**config.mk**
```make
export PLATFORM = sky130hd
export DESIGN_NAME = pcsi_core
export DESIGN_NICKNAME = d
export VERILOG_FILES = /design/src/pcsi_pkg.sv /design/src/pcsi_core.sv /design/src/pcsi_stack_mem.sv
export VERILOG_INCLUDE_DIRS = /design/src
export SDC_FILE = /design/constraint.sdc
export NUM_CORES = 1
export LEC_CHECK = 0
export ABC_CLOCK_PERIOD_IN_PS = 6330
export BUFFER_PORTS_ARGS = -buffer_cell sky130_fd_sc_hd__buf_2
export CORE_UTILIZATION = 60
export DETAILED_ROUTE_END_ITERATION = 6
export GPL_TIMING_DRIVEN = 1
export PLACE_DENSITY = 0.81
export RECOVER_POWER = 25
export SYNTH_ARGS = -nofsm -noshare
export SYNTH_HDL_FRONTEND = slang
export SYNTH_SLANG_ARGS = --single-unit
```
**constraint.sdc**
```tcl
create_clock -name sys_clk -period 6.33 [get_ports sys_clk]
set_clock_uncertainty 0.15 [all_clocks]
set_input_delay 0 -clock sys_clk [delete_from_list [all_inputs] [get_ports sys_clk]]
set_output_delay 0 -clock sys_clk [all_outputs]
set_load 0.01 [all_outputs]
```
**src/pcsi_map.svh**
```systemverilog
// Offsets, field positions, reset values and counts of the program counter and stack core
`ifndef PCSI_MAP_SVH
`define PCSI_MAP_SVH

// ==========================================================
// Widths and depths
`define PCSI_PC_W          15
`define PCSI_LATCH_W       7
`define PCSI_STACK_DEPTH   16
`define PCSI_SP_W          5

// ==========================================================
// Flag register field positions
`define PCSI_FLAG_C        0
`define PCSI_FLAG_DC       1
`define PCSI_FLAG_Z        2
`define PCSI_FLAG_PD       3
`define PCSI_FLAG_TO       4

// ==========================================================
// Reset values and stack pointer limits
`define PCSI_FLAGS_POR     5'h18
`define PCSI_SP_EMPTY      5'h1f
`define PCSI_SP_FULL       5'h0f
`define PCSI_SP_WRAP       5'h0e

// ==========================================================
// Indirect address space
`define PCSI_BANKED_TOP    16'h1fff
`define PCSI_LINEAR_BASE   16'h2000
`define PCSI_LINEAR_TOP    16'h2fef
`define PCSI_EE_PAGE       8'h70
`define PCSI_GPR_BLOCK     12'h050
`define PCSI_GPR_START     7'h20
`define PCSI_IND_PORT_LAST 7'h01

`endif

```
**src/pcsi_pkg.sv**
```systemverilog
// Types shared by the program counter, stack and indirect decode core
package pcsi_pkg;

   // Region of the indirect pointer space
   typedef enum logic [2:0] {
      PCSI_REG_BANKED,
      PCSI_REG_LINEAR,
      PCSI_REG_FLASH,
      PCSI_REG_EEPROM,
      PCSI_REG_NONE
   } pcsi_region_e;

   // Whole state of the core
   typedef struct packed {
      logic [14:0]      pc;
      logic [6:0]       pc_high_latch;
      logic [4:0]       flags;
      logic [4:0]       sp;
      logic             ovf;
      logic             unf;
      logic [1:0][15:0] ptr;
      logic             rst_req;
   } pcsi_state_s;

   // Stack memory state
   typedef struct packed {
      logic [15:0][14:0] mem;
      logic [14:0]       rd;
   } pcsi_stk_s;

endpackage

```
**src/pcsi_core.sv**
```systemverilog
// Flag register, program counter, return stack and indirect address decode
//
// Contract
// - Flag-updating instructions override written Z, DC, C
// - Timeout and power-down bits never software writable
// - Clear of flag register sets Z, keeps protected
// - Subtraction flags carry meaning not borrow
// - Counter is 15 bits, high part via latch
// - Every reset clears whole program counter
// - Low byte write copies latch to high
// - Direct call: operand low, latch bits 6:3
// - Computed call: working low, latch high
// - Relative branch adds working or signed operand
// - Sixteen-level 15-bit stack outside memory spaces
// - Calls, interrupts push; returns pop; latch untouched
// - Stack error reset off: stack wraps circularly
// - Overflow and underflow flags always set
// - Stack error reset on: reset on error
// - Pointer write selects entry shown in top
// - Push increments then stores; pop reads, decrements
// - Self-referencing indirect read zero, write dropped
// - Pointers 0x0000-0x1FFF map banked addresses
// - Linear window maps 80-byte general blocks
// - Pointer top bit reads flash low byte
// - Page 0x70 reads data EEPROM, extra cycle
// - Timeout and power-down follow watchdog, sleep
`timescale 1ns/1ps
`include "pcsi_map.svh"

module pcsi_core #(
   parameter logic [14:0] INT_VECTOR    = 15'h0004,
   parameter int          LINEAR_BANKS  = 51
) (
   input  wire logic                 sys_clk,
   input  wire logic                 resetn,
   input  wire logic                 device_reset,
   input  wire logic                 stack_error_reset_enable,
   input  wire logic                 pc_advance,
   input  wire logic                 pc_low_wr,
   input  wire logic                 pc_latch_wr,
   input  wire logic [7:0]           wr_data,
   input  wire logic [7:0]           working_reg,
   input  wire logic                 call_op,
   input  wire logic [10:0]          call_operand,
   input  wire logic                 computed_call_op,
   input  wire logic                 branch_relative_op,
   input  wire logic [8:0]           branch_operand,
   input  wire logic                 branch_by_working_reg,
   input  wire logic                 int_vector_op,
   input  wire logic                 return_op,
   input  wire logic                 flags_wr,
   input  wire logic [2:0]           flag_update_mask,
   input  wire logic                 alu_zero,
   input  wire logic                 alu_digit_carry,
   input  wire logic                 alu_carry,
   input  wire logic                 alu_subtract,
   input  wire logic                 watchdog_clear_op,
   input  wire logic                 sleep_op,
   input  wire logic                 watchdog_timeout,
   input  wire logic                 stack_pointer_wr,
   input  wire logic                 stack_top_low_wr,
   input  wire logic                 stack_top_high_wr,
   input  wire logic                 stack_flags_clear,
   input  wire logic [1:0]           pointer_low_wr,
   input  wire logic [1:0]           pointer_high_wr,
   input  wire logic                 ind_sel,
   output logic      [14:0]          pc,
   output logic      [7:0]           pc_low_byte,
   output logic      [6:0]           pc_high_latch,
   output logic      [4:0]           flags,
   output logic      [4:0]           stack_pointer_reg,
   output logic      [7:0]           stack_top_low,
   output logic      [6:0]           stack_top_high,
   output logic                      stack_overflow_flag,
   output logic                      stack_underflow_flag,
   output logic                      stack_error_reset,
   output logic      [15:0]          indirect_pointer_a,
   output logic      [15:0]          indirect_pointer_b,
   output pcsi_pkg::pcsi_region_e    ind_region,
   output logic      [12:0]          ind_bank_addr,
   output logic      [14:0]          ind_flash_addr,
   output logic      [7:0]           ind_ee_addr,
   output logic                      ind_read_zero,
   output logic                      ind_write_block,
   output logic                      ind_extra_cycle
);
   import pcsi_pkg::*;

   pcsi_state_s s_q;
   pcsi_state_s s_d;

   logic [14:0] tos;
   logic [14:0] pc_inc;
   logic [14:0] push_val;
   logic        push;
   logic        pop;
   logic        mem_lo_en;
   logic        mem_hi_en;
   logic [3:0]  mem_wr_addr;
   logic [14:0] mem_wr_data;
   logic [2:0]  alu_flags;

   // ==========================================================
   // Return stack storage
   // stack outside memory
   pcsi_stack_mem #(
      .DEPTH (`PCSI_STACK_DEPTH)
   ) u_stack (
      .sys_clk  (sys_clk),
      .resetn   (resetn),
      .rd_addr  (s_d.sp[3:0]),
      .wr_addr  (mem_wr_addr),
      .wr_lo_en (mem_lo_en),
      .wr_hi_en (mem_hi_en),
      .wr_data  (mem_wr_data),
      .rd_data  (tos)
   );

   // ==========================================================
   // Flags as the arithmetic unit reports them
   // borrow inverted here
   always_comb begin
      alu_flags[`PCSI_FLAG_Z]  = alu_zero;
      alu_flags[`PCSI_FLAG_DC] = alu_subtract ? ~alu_digit_carry : alu_digit_carry;
      alu_flags[`PCSI_FLAG_C]  = alu_subtract ? ~alu_carry : alu_carry;
   end

   // ==========================================================
   // Next state of counter, flags, stack and pointers
   always_comb begin
      s_d         = s_q;
      s_d.rst_req = 1'b0;
      pc_inc      = s_q.pc + 15'h0001;
      push        = 1'b0;
      pop         = 1'b0;
      push_val    = pc_inc;
      mem_lo_en   = 1'b0;
      mem_hi_en   = 1'b0;
      mem_wr_addr = s_q.sp[3:0];
      mem_wr_data = {wr_data[6:0], wr_data};

      // Flag register write, only the low three bits reach it
      // protected bits kept
      if (flags_wr) begin
         s_d.flags[2:0] = wr_data[2:0];
      end
      for (int k = 0; k < 3; k++) begin
         if (flag_update_mask[k]) begin
            s_d.flags[k] = alu_flags[k];
         end
      end

      // Timeout and power-down tracking
      // watchdog and sleep
      if (watchdog_clear_op) begin
         s_d.flags[`PCSI_FLAG_TO] = 1'b1;
         s_d.flags[`PCSI_FLAG_PD] = 1'b1;
      end
      if (sleep_op) begin
         s_d.flags[`PCSI_FLAG_TO] = 1'b1;
         s_d.flags[`PCSI_FLAG_PD] = 1'b0;
      end
      if (watchdog_timeout) begin
         s_d.flags[`PCSI_FLAG_TO] = 1'b0;
      end

      // Latch write; pushes and pops leave it alone
      // latch untouched
      if (pc_latch_wr) begin
         s_d.pc_high_latch = wr_data[6:0];
      end

      // Program counter loading, one source per cycle
      if (pc_low_wr) begin
         s_d.pc = {s_q.pc_high_latch, wr_data};
      end else if (call_op) begin
         s_d.pc = {s_q.pc_high_latch[6:3], call_operand};
         push   = 1'b1;
      end else if (computed_call_op) begin
         s_d.pc = {s_q.pc_high_latch, working_reg};
         push   = 1'b1;
      end else if (branch_relative_op) begin
         s_d.pc = pc_inc + {{6{branch_operand[8]}}, branch_operand};
      end else if (branch_by_working_reg) begin
         s_d.pc = pc_inc + {7'h00, working_reg};
      end else if (int_vector_op) begin
         s_d.pc   = INT_VECTOR;
         push     = 1'b1;
         push_val = s_q.pc;
      end else if (return_op) begin
         s_d.pc = tos;
         pop    = 1'b1;
      end else if (pc_advance) begin
         s_d.pc = pc_inc;
      end

      // Push: increment first, then store at the new place
      if (push) begin
         if (s_q.sp == `PCSI_SP_FULL) begin
            s_d.ovf = 1'b1;
            if (stack_error_reset_enable) begin
               s_d.rst_req = 1'b1;
            end else begin
               s_d.sp      = 5'h00;
               mem_lo_en   = 1'b1;
               mem_hi_en   = 1'b1;
               mem_wr_addr = 4'h0;
               mem_wr_data = push_val;
            end
         end else begin
            s_d.sp      = s_q.sp + 5'h01;
            mem_lo_en   = 1'b1;
            mem_hi_en   = 1'b1;
            mem_wr_addr = s_d.sp[3:0];
            mem_wr_data = push_val;
         end
      end else if (pop) begin
         if (s_q.sp == `PCSI_SP_EMPTY) begin
            s_d.unf = 1'b1;
            if (stack_error_reset_enable) begin
               s_d.rst_req = 1'b1;
            end else begin
               s_d.sp = `PCSI_SP_WRAP;
            end
         end else begin
            s_d.sp = s_q.sp - 5'h01;
         end
      end else if (stack_pointer_wr) begin
         s_d.sp = wr_data[4:0];
      end else begin
         mem_lo_en = stack_top_low_wr;
         mem_hi_en = stack_top_high_wr;
      end

      // Software clear of stack error flags; a new error wins
      if (stack_flags_clear && !(push && s_q.sp == `PCSI_SP_FULL)) begin
         s_d.ovf = 1'b0;
      end
      if (stack_flags_clear && !(pop && s_q.sp == `PCSI_SP_EMPTY)) begin
         s_d.unf = 1'b0;
      end

      // Pointer byte writes for both indirect pointers
      for (int n = 0; n < 2; n++) begin
         if (pointer_low_wr[n]) begin
            s_d.ptr[n][7:0] = wr_data;
         end
         if (pointer_high_wr[n]) begin
            s_d.ptr[n][15:8] = wr_data;
         end
      end

      // Non power-up reset: counter, stack pointer, latch and pointers
      // counter cleared
      if (device_reset) begin
         s_d.pc            = '0;
         s_d.pc_high_latch = '0;
         s_d.sp            = `PCSI_SP_EMPTY;
         s_d.ptr           = '0;
         s_d.rst_req       = 1'b0;
      end
   end

   // ==========================================================
   // State register; power-up reset sets timeout and power-down
   always_ff @(posedge sys_clk) begin
      if (!resetn) begin
         s_q       <= '0;
         s_q.flags <= `PCSI_FLAGS_POR;
         s_q.sp    <= `PCSI_SP_EMPTY;
      end else begin
         s_q <= s_d;
      end
   end

   // ==========================================================
   // Indirect address decode of the selected pointer
   logic [15:0] ptr_sel;
   logic [11:0] lin_off;
   logic [11:0] lin_bank;
   logic [11:0] lin_idx;

   always_comb begin
      ptr_sel         = ind_sel ? s_q.ptr[1] : s_q.ptr[0];
      lin_off         = ptr_sel[11:0];
      lin_bank        = lin_off / `PCSI_GPR_BLOCK;
      lin_idx         = lin_off - 12'(lin_bank * `PCSI_GPR_BLOCK);
      ind_region      = PCSI_REG_NONE;
      ind_bank_addr   = '0;
      ind_flash_addr  = ptr_sel[14:0];
      ind_ee_addr     = ptr_sel[7:0];
      ind_read_zero   = 1'b1;
      ind_write_block = 1'b1;
      ind_extra_cycle = 1'b0;
      if (ptr_sel[15]) begin
         ind_region      = PCSI_REG_FLASH;
         ind_read_zero   = 1'b0;
         ind_extra_cycle = 1'b1;
      end else if (ptr_sel[15:8] == `PCSI_EE_PAGE) begin
         ind_region      = PCSI_REG_EEPROM;
         ind_read_zero   = 1'b0;
         ind_extra_cycle = 1'b1;
      end else if (ptr_sel <= `PCSI_BANKED_TOP) begin
         ind_region    = PCSI_REG_BANKED;
         ind_bank_addr = ptr_sel[12:0];
         ind_read_zero   = (ptr_sel[6:0] <= `PCSI_IND_PORT_LAST);
         ind_write_block = (ptr_sel[6:0] <= `PCSI_IND_PORT_LAST);
      end else if (ptr_sel <= `PCSI_LINEAR_TOP) begin
         ind_region    = PCSI_REG_LINEAR;
         ind_bank_addr = {lin_bank[5:0], 7'(lin_idx[6:0] + `PCSI_GPR_START)};
         ind_read_zero   = (lin_bank >= 12'(LINEAR_BANKS));
         ind_write_block = (lin_bank >= 12'(LINEAR_BANKS));
      end
   end

   // ==========================================================
   // Register outputs
   assign pc                   = s_q.pc;
   assign pc_low_byte          = s_q.pc[7:0];
   assign pc_high_latch        = s_q.pc_high_latch;
   assign flags                = s_q.flags;
   assign stack_pointer_reg    = s_q.sp;
   assign stack_top_low        = tos[7:0];
   assign stack_top_high       = tos[14:8];
   assign stack_overflow_flag  = s_q.ovf;
   assign stack_underflow_flag = s_q.unf;
   assign stack_error_reset    = s_q.rst_req;
   assign indirect_pointer_a   = s_q.ptr[0];
   assign indirect_pointer_b   = s_q.ptr[1];

endmodule

```
**src/pcsi_stack_mem.sv**
```systemverilog
// Sixteen-entry return stack memory with registered read and write forwarding
`timescale 1ns/1ps
`include "pcsi_map.svh"

module pcsi_stack_mem #(
   parameter int DEPTH = `PCSI_STACK_DEPTH
) (
   input  wire logic        sys_clk,
   input  wire logic        resetn,
   input  wire logic [3:0]  rd_addr,
   input  wire logic [3:0]  wr_addr,
   input  wire logic        wr_lo_en,
   input  wire logic        wr_hi_en,
   input  wire logic [14:0] wr_data,
   output logic      [14:0] rd_data
);
   import pcsi_pkg::*;

   pcsi_stk_s s_q;
   pcsi_stk_s s_d;

   // ==========================================================
   // Write byte lanes, then read the next address with forwarding
   always_comb begin
      s_d = s_q;
      if (wr_lo_en) begin
         s_d.mem[wr_addr][7:0] = wr_data[7:0];
      end
      if (wr_hi_en) begin
         s_d.mem[wr_addr][14:8] = wr_data[14:8];
      end
      s_d.rd = s_d.mem[rd_addr];
   end

   // State register
   always_ff @(posedge sys_clk) begin
      if (!resetn) begin
         s_q <= '0;
      end else begin
         s_q <= s_d;
      end
   end

   assign rd_data = s_q.rd;

endmodule

```
==> metrics.md <==
| Metric | Value |
|---|---|
| Remaining DRCs | 0 |
| Post-synthesis sequential area ratio | 35.1% |
| Pwr Density | 247 nW/um^2 |
| Final hold vios | 0 |
| Largest net degree at the start of global routing | between 100 and 150 |
| Initial Util | a little over 60% |
| Top Ports | about 200 |
| Synthesized area per cell | 8.78 um^2 |
| Clock Sinks | between 300 and 400 |
| Initial antenna violation count | 1 |
| Crit end category | output port |
| Outcome | complete, no violations |
| Maximum VDD drop | between 0.0002 and 0.0003 V |
| GR Overflow Total | 0 |
| Class of the worst hold path | in -> reg |
| Rows | 63 |
| Min Tclk post-route | between 6 and 7 ns |
| Slew Limit Fails | 0 |
| Crit Path Class | reg -> out |
| Area after DPL | 19300 um^2 |
| TritonRoute pass-1 iters | 6 |
| Clock Tree Buf Depth | 3 |
| Layout cell share with drive strength beyond 1 | ~16% |
| Vias per cell | approximately 6.3 |
| GRT Overall Usage | between 30% and 40% |
| TritonCTS Buffers | 35 |
| Largest register by flop count | u_stack.s_q |
| Total Routed Length | 55.9 mm |
| Post-DP HPWL | about 38 mm |
| Total number of vias | about 17000 |
| GP Congestion | around 0.97 |
| Final setup TNS | 0 ns |
| Setup crit start kind | register |
| Synth top area share | around a third |
| Count leader, synth | nor2_1 |
| Reg clk slew, reported paths | approximately 0.06 ns |
| Worst-path fanout max | 16 |
| Layout Nets | around 2300 |
| Post-synth EDFFs | 0 |
| Initial DRC count | approximately 1400 |
| P_leak | 0.00823 uW |
| CP Data Required Time | around 6.2 ns |
| Main flop type after synthesis | dfxtp_1 |
| Post-layout util | about 70% |
| Core area | roughly 30000 um^2 |
| Vias in the first global route | between 15000 and 20000 |
| Global-route wire length before repair | about 87 mm |
| Max FFs per register | 240 |
| WL/cell | roughly 21 um |
| Antenna-violating nets left | 0 |
| Top cells by instance count after synthesis | 356 x nor2_1, 322 x dfxtp_1, 312 x mux2i_1 |
| CP arrival | a little under 6 ns |
| Post-synthesis register bit count | about 320 |
| Fmax | 0.165 GHz |
| Placed cells | roughly 2500 |
| Gate Count Post-Synth | roughly 2100 |
| Area leader, netlist | dfxtp_1 |
| Syn nets | 2199 |
| P&R area growth vs syn | 14.6% |
| Post-Syn Area | about 18000 um^2 |
| Layout Cells excl Fill | around 2700 |
| Clk Latency, worst-skew pair | 0.53 ns |
| Relative slew slack | around an eighth |
| Ys async rst share | 0% |
| Hold Worst Slack | about 0.038 ns |
| Final setup viols | 0 |
| CTS H-tree depth | 2 |
| Number of warnings issued by yosys | 0 |
| Yosys cell types | 100 |
| Final period util | around 96% |
| Root buf cell | clkbuf_16 |
| Width of the die | 177 um |
| Number of max-cap violations | 0 |
| Post-route cell area | around 21000 um^2 |
| Largest cells by area after synthesis | dfxtp_1 35%, mux2i_1 17%, nor2_1 7.3%, mux4_2 2.6%, a21oi_1 2.6% |
| Least-Margin Pin Slew | 1.30 ns |
| CTS tree | built |
| Die area | ~31000 um^2 |
| Buffers on Ports | 200 |
| Die Height | about 180 um |
## cells in the final DEF (no fill, tap or decap), types with 24 or more instances in the layout
cell / count
buf_4: 40
ha_1: 34
clkbuf_1: 39
dlygate4sd3_1: 57
nor3_1: 56
nand3_1: 24
dfxtp_1: 322
nor2_1: 356
o21ai_0: 58
nand2_1: 99
a21oi_1: 93
a211oi_1: 61
xnor2_1: 43
inv_1: 47
mux2i_1: 311
clkbuf_16: 35
buf_2: 168
## layout make-up
cell class	count	area, um^2
antenna	2	5.00
clock buffer	48	985
clock inverter	10	176
fill	2322	8800
inverter	51	196
multi-input combinational	1534	10900
sequential	322	6450
tap	390	488
timing repair buffer	297	1830
## worst paths after layout
check / start / endpoint / slack, ns / cells past startpoint
hold reg to reg: u_stack.s_q[19]$_SDFF_PN0_ / u_stack.s_q[19]$_SDFF_PN0_ / 0.33 / 2
setup / recovery: indirect_pointer_a[2]$_SDFFE_PP0P_ / ind_bank_addr[6] / 0.28 / 22
setup reg to reg: pc[1]$_SDFFE_PP0P_ / pc[7]$_SDFFE_PP0P_ / 1.39 / 15
hold / removal: branch_by_working_reg / pc[13]$_SDFFE_PP0P_ / 0.04 / 4
## metrics by stage
step                      worst slack (ns)  total power [uW]
after floorplan                       1.01              2870
after global placement               0.493              3110
after detailed placement             0.403              3130
after CTS                           0.0752              5200
after global routing               -0.0106              5390
final                                0.277              5220
## what timing repair did
action / in CTS / in global routing
setup endpoints to repair: 1 / 1
pin swaps: 0 / 0
cloned: 0 / 0
buffers inserted: 0 / 0
resized for setup: 2 / 8
endpoints found under the hold margin: 69 / 0
hold buffers: 57 / 0
## cell families (layout without fill, tap and decap cells)
kind of cell    count (synthesis)  in the layout  share of synthesized area, %
mux                           345            345                          20.4
compound gates                404            404                          15.4
buf+inv                       238            406                          6.06
xor+xnor                       65             65                          3.14
flops                         322            322                          35.1
simple gates                  683            683                          17.4
fa+ha+maj                      37             37                          2.59
other cells                     0              2                             0
## power by group
| group | internal, uW | total [uW] | leakage (uW) | switching, uW |
|---|---|---|---|---|
| Clock | 1220 | 2060 | 0.000567 | 839 |
| Sequential | 2090 | 2140 | 0.00261 | 51.8 |
| Combinational | 380 | 1020 | 0.00506 | 636 |
| Total | 3690 | 5220 | 0.00823 | 1530 |
## metal layers
metal / global-route usage, % / vias to the layer above / share of wire, %
met2: 56.7 / 851 / 46
met4: 16.9 / 0 / 4.5
met5: 0 / - / 0
li1: - / 7730 / -
met3: 6.42 / 188 / 8.8
met1: 44.2 / 8026 / 41
## critical path, stage by stage (launching register included)
cell and delay, ns:
dfxtp_1 0.35, mux2i_2 0.33, ha_1 0.20, nor2b_2 0.25, o211ai_2 0.16, a221o_1 0.43, a41o_1 0.27, a221oi_2 0.39
xnor2_4 0.22, a2111o_1 0.40, and4_1 0.20, o31ai_1 0.12, nand3_1 0.21, ha_1 0.32, ha_1 0.32, o21ai_0 0.09
nand2b_1 0.08, a21oi_1 0.17, xnor2_1 0.15, xnor2_1 0.11, a311o_1 0.33, o221ai_1 0.08, buf_2 0.17
Power figures use the tool's default switching activity.
